## config.mk

```make
export PLATFORM = sky130hd
export DESIGN_NAME = bus_area_config_regs
export DESIGN_NICKNAME = d
export VERILOG_FILES = /design/src/inc/bus_area_pkg.sv /design/src/core/area_wait_sel.sv /design/src/core/bus_area_config_regs.sv
export SDC_FILE = /design/constraint.sdc
export NUM_CORES = 1
export LEC_CHECK = 0
export BUFFER_PORTS_ARGS = -buffer_cell sky130_fd_sc_hd__buf_4
export CAP_MARGIN = 0
export CORE_UTILIZATION = 40
export CTS_BUF_LIST = sky130_fd_sc_hd__clkbuf_8 sky130_fd_sc_hd__clkbuf_16
export DETAILED_ROUTE_END_ITERATION = 16
export GPL_TIMING_DRIVEN = 0
export HOLD_SLACK_MARGIN = 0.05
export PLACE_DENSITY_LB_ADDON = 0.15
export SYNTH_ARGS = -nofsm -noshare
export SYNTH_HDL_FRONTEND = slang
export SYNTH_SLANG_ARGS = --single-unit
```

## constraint.sdc

```tcl
create_clock -name CLK -period 1.7 [get_ports CLK]
set_input_delay 0 -clock CLK [delete_from_list [all_inputs] [get_ports CLK]]
set_output_delay 0 -clock CLK [all_outputs]
set_load 0.01 [all_outputs]
```

## src/inc/bus_area_pkg.sv

```systemverilog
package bus_area_pkg;

	// ------------------------------------------------------------------
	// Register map
	// ------------------------------------------------------------------
	// Two registers, one aligned word each, low 16 bits used.
	localparam logic [7:0] BUS_CONTROL_ONE_OFF = 8'h00;
	localparam logic [7:0] BUS_CONTROL_TWO_OFF = 8'h04;

	// ------------------------------------------------------------------
	// Field positions of the first bus control register
	// ------------------------------------------------------------------
	localparam int ARB_SLAVE_BIT = 15;
	localparam int ENDIAN_BIT = 12;
	localparam int BURST_ROM_BIT = 11;
	localparam int PART_SHARE_BIT = 10;
	localparam int AREA23_LW_LSB = 8;
	localparam int AREA1_LW_LSB = 6;
	localparam int AREA0_LW_LSB = 4;
	localparam int MEM_TYPE_LSB = 0;

	// ------------------------------------------------------------------
	// Field positions of the second bus control register
	// ------------------------------------------------------------------
	localparam int AREA3_WIDTH_LSB = 6;
	localparam int AREA2_WIDTH_LSB = 4;
	localparam int AREA1_WIDTH_LSB = 2;

	// ------------------------------------------------------------------
	// Values after reset
	// ------------------------------------------------------------------
	localparam logic [1:0] AREA23_LW_RESET = 2'h3;
	localparam logic [1:0] AREA1_LW_RESET = 2'h3;
	localparam logic [1:0] AREA0_LW_RESET = 2'h0;
	localparam logic [2:0] MEM_TYPE_RESET = 3'h0;
	localparam logic [1:0] WIDTH_RESET = 2'h3;

	// ------------------------------------------------------------------
	// Codes
	// ------------------------------------------------------------------
	localparam logic [1:0] WAIT_CODE_LONG = 2'h3;
	localparam logic [2:0] LONG_WAIT_BASE = 3'h3;
	localparam logic [1:0] WIDTH_BYTE = 2'h1;
	localparam logic [1:0] WIDTH_WORD = 2'h2;
	localparam logic [1:0] WIDTH_LONG = 2'h3;

	// Memory type of areas 2 and 3.
	typedef enum logic [2:0] {
		MT_ORDINARY = 3'h0,
		MT_A3_SDRAM = 3'h1,
		MT_A3_DRAM = 3'h2,
		MT_A3_PSRAM = 3'h3,
		MT_A2_SDRAM = 3'h4,
		MT_BOTH_SDRAM = 3'h5
	} mem_type_t;

endpackage

```

## src/core/area_wait_sel.sv

```systemverilog
// Resolves the wait count and wait-input enable of one area from its
// wait control code and its long-wait field.
module area_wait_sel
	import bus_area_pkg::*;
(
	// Settings
	input wire logic [1:0] wait_code,
	input wire logic [1:0] long_wait,
	input wire logic basic_if,
	// Result
	output logic [2:0] wait_count,
	output logic ext_wait_en
);
	import bus_area_pkg::*;

	// Long wait adds the field to a base of three waits; other codes count directly.
	always_comb begin
		if (basic_if && wait_code == WAIT_CODE_LONG) begin
			wait_count = LONG_WAIT_BASE + {1'b0, long_wait};
		end else begin
			wait_count = {1'b0, wait_code};
		end
		ext_wait_en = (wait_code != 2'h0);
	end

endmodule

```

## src/core/bus_area_config_regs.sv

```systemverilog
// Behaviour
// - Burst ROM bit runs area 0 as burst.
// - Partial share: only area 2 requests bus.
// - Partial share disables address monitoring.
// - Long wait applies only basic interface, code 11.
// - Area 2/3 long wait 3..6, reset 6.
// - Area 1 long wait 3..6, reset 6.
// - Area 0 long wait 3..6, reset 3.
// - Memory type code selects area 2/3 memories.
// - Area 3 width 8/16/32, reset 32.
// - Area 2 width 8/16/32, reset 32.
// - Area 1 width byte/word/long, reset long.
// - Reserved bits read zero, writes ignored.
// - Area 0 width comes from mode pins.
// - Arbitration bit reads mode pin, 1 slave.
// - Wait code 11 selects long-wait count.
module bus_area_config_regs
	import bus_area_pkg::*;
(
	// Clock and reset
	input wire logic CLK,
	input wire logic RESET,
	// APB slave
	input wire logic PSEL,
	input wire logic PENABLE,
	input wire logic PWRITE,
	input wire logic [7:0] PADDR,
	input wire logic [31:0] PWDATA,
	input wire logic [3:0] PSTRB,
	output logic [31:0] PRDATA,
	output logic PREADY,
	output logic PSLVERR,
	// Mode pins
	input wire logic MODE_SLAVE,
	input wire logic [1:0] MODE_AREA0_WIDTH,
	// Bus controller side
	input wire logic BUS_CYCLE_START,
	input wire logic [1:0] AREA_SEL,
	input wire logic [7:0] WAIT_CODES,
	// Resolved settings for the cycle now starting
	output logic AREA0_BURST_ROM,
	output logic AREA2_LITTLE_ENDIAN,
	output logic BUS_REQ_NEEDED,
	output logic ADDR_MONITOR_EN,
	output logic [2:0] MEM_TYPE,
	output logic [1:0] CYCLE_WIDTH,
	output logic [2:0] CYCLE_WAITS,
	output logic CYCLE_EXT_WAIT_EN
);
	import bus_area_pkg::*;

	// ------------------------------------------------------------------
	// State
	// ------------------------------------------------------------------
	typedef struct packed {
		logic little_endian;
		logic area0_burst_rom_en;
		logic partial_share_en;
		logic [1:0] area23_long_wait;
		logic [1:0] area1_long_wait;
		logic [1:0] area0_long_wait;
		logic [2:0] mem_type_sel;
		logic [1:0] area3_width;
		logic [1:0] area2_width;
		logic [1:0] area1_width;
		logic [31:0] rdata;
		logic ready;
		logic slverr;
		logic out_burst;
		logic out_endian;
		logic out_req;
		logic out_mon;
		logic [2:0] out_mem;
		logic [1:0] out_width;
		logic [2:0] out_waits;
		logic out_extw;
	} state_t;

	state_t state_r;
	state_t state_nxt;
	logic [15:0] reg_one;
	logic [15:0] reg_two;
	logic [2:0] area_waits [4];
	logic [3:0] area_extw;
	logic [3:0] area_basic;
	logic [1:0] area_long [4];
	logic access;
	logic mapped;

	// ------------------------------------------------------------------
	// Read views
	// ------------------------------------------------------------------
	// Reserved bits are constant zero, so a stray write can never set them.
	always_comb begin
		reg_one = 16'h0000;
		reg_one[ARB_SLAVE_BIT] = MODE_SLAVE;
		reg_one[ENDIAN_BIT] = state_r.little_endian;
		reg_one[BURST_ROM_BIT] = state_r.area0_burst_rom_en;
		reg_one[PART_SHARE_BIT] = state_r.partial_share_en;
		reg_one[AREA23_LW_LSB +: 2] = state_r.area23_long_wait;
		reg_one[AREA1_LW_LSB +: 2] = state_r.area1_long_wait;
		reg_one[AREA0_LW_LSB +: 2] = state_r.area0_long_wait;
		reg_one[MEM_TYPE_LSB +: 3] = state_r.mem_type_sel;
		reg_two = 16'h0000;
		reg_two[AREA3_WIDTH_LSB +: 2] = state_r.area3_width;
		reg_two[AREA2_WIDTH_LSB +: 2] = state_r.area2_width;
		reg_two[AREA1_WIDTH_LSB +: 2] = state_r.area1_width;
	end

	// ------------------------------------------------------------------
	// Per-area wait resolution
	// ------------------------------------------------------------------
	// Area 0 and 1 are always basic; area 2 and 3 only as ordinary space.
	assign area_basic[0] = 1'b1;
	assign area_basic[1] = 1'b1;
	assign area_basic[2] = !(state_r.mem_type_sel inside {MT_A2_SDRAM, MT_BOTH_SDRAM});
	assign area_basic[3] = (state_r.mem_type_sel == MT_ORDINARY)
		|| (state_r.mem_type_sel == MT_A2_SDRAM);
	assign area_long[0] = state_r.area0_long_wait;
	assign area_long[1] = state_r.area1_long_wait;
	assign area_long[2] = state_r.area23_long_wait;
	assign area_long[3] = state_r.area23_long_wait;

	genvar gi;
	generate
		for (gi = 0; gi < 4; gi++) begin : g_area
			area_wait_sel u_sel (
				.wait_code(WAIT_CODES[2 * gi +: 2]),
				.long_wait(area_long[gi]),
				.basic_if(area_basic[gi]),
				.wait_count(area_waits[gi]),
				.ext_wait_en(area_extw[gi])
			);
		end
	endgenerate

	assign access = PSEL && PENABLE;
	assign mapped = (PADDR == BUS_CONTROL_ONE_OFF) || (PADDR == BUS_CONTROL_TWO_OFF);

	// ------------------------------------------------------------------
	// Next state
	// ------------------------------------------------------------------
	// The slave answers in the second access cycle; ready is a registered
	// pulse, so every access takes exactly one wait in the access phase.
	always_comb begin
		state_nxt = state_r;
		state_nxt.ready = 1'b0;
		state_nxt.slverr = 1'b0;
		if (access && !state_r.ready) begin
			state_nxt.ready = 1'b1;
			state_nxt.slverr = !mapped;
			state_nxt.rdata = 32'h0000_0000;
			if (!PWRITE && PADDR == BUS_CONTROL_ONE_OFF) begin
				state_nxt.rdata = {16'h0000, reg_one};
			end
			if (!PWRITE && PADDR == BUS_CONTROL_TWO_OFF) begin
				state_nxt.rdata = {16'h0000, reg_two};
			end
		end
		// Writes land when the access completes.
		if (access && state_r.ready && PWRITE && PADDR == BUS_CONTROL_ONE_OFF) begin
			if (PSTRB[1]) begin
				state_nxt.little_endian = PWDATA[ENDIAN_BIT];
				state_nxt.area0_burst_rom_en = PWDATA[BURST_ROM_BIT];
				state_nxt.partial_share_en = PWDATA[PART_SHARE_BIT];
				state_nxt.area23_long_wait = PWDATA[AREA23_LW_LSB +: 2];
			end
			if (PSTRB[0]) begin
				state_nxt.area1_long_wait = PWDATA[AREA1_LW_LSB +: 2];
				state_nxt.area0_long_wait = PWDATA[AREA0_LW_LSB +: 2];
				// Forbidden memory codes are refused and the old setting kept.
				if (PWDATA[MEM_TYPE_LSB +: 3] <= 3'h5) begin
					state_nxt.mem_type_sel = PWDATA[MEM_TYPE_LSB +: 3];
				end
			end
		end
		// Width code 00 is forbidden; such a field write is ignored.
		if (access && state_r.ready && PWRITE && PADDR == BUS_CONTROL_TWO_OFF && PSTRB[0]) begin
			if (PWDATA[AREA3_WIDTH_LSB +: 2] != 2'h0) begin
				state_nxt.area3_width = PWDATA[AREA3_WIDTH_LSB +: 2];
			end
			if (PWDATA[AREA2_WIDTH_LSB +: 2] != 2'h0) begin
				state_nxt.area2_width = PWDATA[AREA2_WIDTH_LSB +: 2];
			end
			if (PWDATA[AREA1_WIDTH_LSB +: 2] != 2'h0) begin
				state_nxt.area1_width = PWDATA[AREA1_WIDTH_LSB +: 2];
			end
		end
		// Cycle settings are latched only at a cycle start, so a field
		// write never disturbs a cycle already on the bus.
		if (BUS_CYCLE_START) begin
			state_nxt.out_burst = state_r.area0_burst_rom_en && AREA_SEL == 2'h0;
			state_nxt.out_endian = state_r.little_endian && AREA_SEL == 2'h2;
			state_nxt.out_mon = !state_r.partial_share_en;
			state_nxt.out_req = !MODE_SLAVE
				&& (!state_r.partial_share_en || AREA_SEL == 2'h2);
			state_nxt.out_mem = state_r.mem_type_sel;
			state_nxt.out_waits = area_waits[AREA_SEL];
			state_nxt.out_extw = area_extw[AREA_SEL];
			unique case (AREA_SEL)
				2'h0: state_nxt.out_width = MODE_AREA0_WIDTH;
				2'h1: state_nxt.out_width = state_r.area1_width;
				2'h2: state_nxt.out_width = area_basic[2] ? state_r.area2_width
					: WIDTH_LONG;
				2'h3: state_nxt.out_width = (state_r.mem_type_sel == MT_ORDINARY
					|| state_r.mem_type_sel == MT_A2_SDRAM) ? state_r.area3_width
					: WIDTH_LONG;
			endcase
		end
	end

	// ------------------------------------------------------------------
	// Registers
	// ------------------------------------------------------------------
	always_ff @(posedge CLK) begin
		if (RESET) begin
			state_r <= '0;
			state_r.area23_long_wait <= AREA23_LW_RESET;
			state_r.area1_long_wait <= AREA1_LW_RESET;
			state_r.area0_long_wait <= AREA0_LW_RESET;
			state_r.mem_type_sel <= MEM_TYPE_RESET;
			state_r.area3_width <= WIDTH_RESET;
			state_r.area2_width <= WIDTH_RESET;
			state_r.area1_width <= WIDTH_RESET;
			state_r.out_mon <= 1'b1;
			state_r.out_width <= WIDTH_LONG;
		end else begin
			state_r <= state_nxt;
		end
	end

	assign PRDATA = state_r.rdata;
	assign PREADY = state_r.ready;
	assign PSLVERR = state_r.slverr;
	assign AREA0_BURST_ROM = state_r.out_burst;
	assign AREA2_LITTLE_ENDIAN = state_r.out_endian;
	assign BUS_REQ_NEEDED = state_r.out_req;
	assign ADDR_MONITOR_EN = state_r.out_mon;
	assign MEM_TYPE = state_r.out_mem;
	assign CYCLE_WIDTH = state_r.out_width;
	assign CYCLE_WAITS = state_r.out_waits;
	assign CYCLE_EXT_WAIT_EN = state_r.out_extw;
endmodule

```

==> impl_metrics.json <==
{
  "async_flop_share_pct": 0,
  "fin_util_pct": 60.0,
  "finClkSkew_ps": 6.62,
  "dp_slack_ps": -250,
  "end_kind": "register",
  "ys_types": 52,
  "syn-cell-area_mm2": 0.00229,
  "die_x_um": 77.7,
  "power_density_mw_per_mm2": 734,
  "grt_pass1_wl_um": 9880,
  "max_slew_margin_pct": 58.5,
  "netlist_top_cells_area": "dfxtp_1, buf_4, nor2_1",
  "gr-usage-all-layers_pct": 21.0,
  "yosysWarnings": 0,
  "wirelength_um": 5880,
  "grt_max_degree": 15,
  "critical_path_arrival_ps": 1840,
  "nNetsFinal": 430,
  "r2r_cells": 6,
  "ys_top_cells_by_count": "dfxtp_1, nor2_1, nand2_1",
  "num_vias": 2198,
  "avgSynthCellArea_um2": 8.99,
  "h-tree-depth": 2,
  "yosysMostFrequentCell": "dfxtp_1",
  "netlist_instances": 255,
  "io_buffers": 67,
  "clockBufferDepth": 2,
  "vdd_drop_max_mv": 0.452,
  "grt_pass1_vias": 2019,
  "holdPathStages": 4,
  "ys_seq_elements": 47,
  "fp.coreArea_mm2": 0.00551,
  "drive_gt1_share_pct": 30.4,
  "fin_crit_sh_pct": 96.8,
  "antenna_found_initial": 0,
  "drc": 0,
  "synthDominantCellAreaShare_pct": 41.0,
  "clock_latency_ps": 300,
  "period_needed_ps": 1640,
  "finalMaxSlewViolations": 0,
  "start_kind": "register",
  "cts_tree": "built",
  "status": "finished, final reports clean",
  "initial_core_util_pct": 41.6,
  "gr-total-overflow": 0,
  "finalPower_mw": 2.42,
  "syn_to_final_growth_pct": 44.0,
  "setup_slack_ps": 55.2,
  "gp_congestion": 0.831,
  "synth_edf_count": 0,
  "firstDrtPassIters": 4,
  "required_ps": 1890,
  "timing.fmax_mhz": 608,
  "drv_cap": 0,
  "cts-root-buf": "clkbuf_8",
  "hp-class": "input port to register",
  "row_count": 27,
  "ant_nets": 0,
  "synth_flop_cell": "dfxtp_1",
  "die_y_um": 77.7,
  "path_clk_slew_ps": 90,
  "drt_iter0_drc": 97,
  "wire_per_inst_um": 13.4,
  "p_leak_nw": 1.45,
  "dp_hpwl_um": 4390,
  "viasPerCell": 5.03,
  "synth_seq_area_share_pct": 41.0,
  "dieArea_mm2": 0.00604,
  "fin_cells": 437,
  "tightest_slew_ps": 618,
  "setup_violations": 0,
  "path_class": "register to register",
  "cts_sinks": 47,
  "placed_cells": 411,
  "n_antenna_cell": 0,
  "io_pins": 110,
  "cts_buffers": 5,
  "hold_violations": 0,
  "cp_max_fo": 5,
  "synth_largest_area_cell": "dfxtp_1"
}
[cells in the final DEF (no fill, tap or decap), drive strengths merged, types with 4 or more instances in the layout]
cell / Yosys / final
a211oi: 4 / 4
a21oi: 11 / 11
a221o: 6 / 6
a22o: 8 / 8
a22oi: 5 / 5
a311o: 4 / 4
buf: 24 / 93
clkbuf: 11 / 16
conb: 1 / 18
dfxtp: 47 / 47
dlygate4sd3: 0 / 16
inv: 8 / 9
mux2i: 9 / 9
nand2: 23 / 23
nand2b: 9 / 9
nor2: 27 / 27
nor3: 5 / 5
nor4: 5 / 5
o21ai: 5 / 5
[cell type report]
cell class              instances  area (um2)
fillers                       545        2200
multi-input cells             182        1200
flip-flops and latches         47         943
repair buffers                 85         682
plain buffers                  35         221
well taps                      72        90.1
clock buffers                   5        68.8
clock inverters                 3        63.8
inverters                       8        30.0
[critical path, stage by stage (launching register included)]
cell and delay (ps):
dfxtp_2 350, nand4_1 90, buf_6 150, or4_4 520, buf_6 150, o21ba_2 190
o21a_1 90
[state kept, by name, summed over array words and instances (netlist names)]
name / count
AREA0_BURST_ROM: 1
MEM_TYPE: 3
PREADY: 1
PSLVERR: 1
reg_one: 6
CYCLE_WIDTH: 2
CYCLE_EXT_WAIT_EN: 1
AREA2_LITTLE_ENDIAN: 1
ADDR_MONITOR_EN: 1
PRDATA: 14
reg_two: 6
area_long: 6
CYCLE_WAITS: 3
BUS_REQ_NEEDED: 1
[logic make-up after synthesis]
group	after synthesis	synth area share [%]
AO/OA/AOI/OAI	63	21.1
flip-flops	47	41.0
buffers and inverters	43	10.4
AND/OR/NAND/NOR	87	20.3
other	1	0.164
multiplexers	11	5.40
adder cells (fa/ha/maj)	3	1.64
[per-layer routing]
| layer | share of wire, % | up-vias | track usage [%] |
|---|---|---|---|
| met2 | 47 | 84 | 34.1 |
| met3 | 6.3 | 4 | 4.00 |
| met1 | 46 | 1003 | 28.0 |
| li1 | - | 1107 | - |
| met5 | 0 | - | 0 |
| met4 | 0.73 | 0 | 6.42 |
[stage by stage]
| stage | hold slack (ps) | setup TNS [ps] | instance area, um2 |
|---|---|---|---|
| 4_1_cts | 86.9 | 0 | 3280 |
| 2_1_floorplan | 126 | 0 | 2360 |
| 3_3_place_gp | 234 | -4220 | 2950 |
| 6_report | 90.0 | 0 | 3300 |
| 5_1_grt | 99.8 | -4.34 | 3300 |
| 3_5_place_dp | 237 | -4330 | 2950 |
[final timing paths]
| path | start | end | slack [ps] |
|---|---|---|---|
| max reg2reg | PREADY | reg_one[1] | 60 |
| min reg2reg | AREA2_LITTLE_ENDIAN | AREA2_LITTLE_ENDIAN | 480 |
| min | MODE_AREA0_WIDTH[1] | CYCLE_WIDTH[1] | 90 |
| max | PREADY | reg_one[1] | 60 |
[power by group]
group	leakage, nW	internal (mW)	switching, mW
Sequential	0.382	1.11	0.00672
Clock	0.0695	0.582	0.389
Combinational	1.00	0.172	0.160
Total	1.45	1.87	0.556
[timing repair]
| item | 4_1_cts | 5_1_grt |
|---|---|---|
| cloned | 0 | 0 |
| pin swaps | 1 | 1 |
| setup buffers | 2 | 0 |
| setup endpoints to repair | 26 | 14 |
| hold endpoints to repair | 20 | 0 |
| gates resized for setup | 3 | 9 |
| hold buffers | 16 | 0 |
No activity file was read; power rests on OpenSTA's default activity.
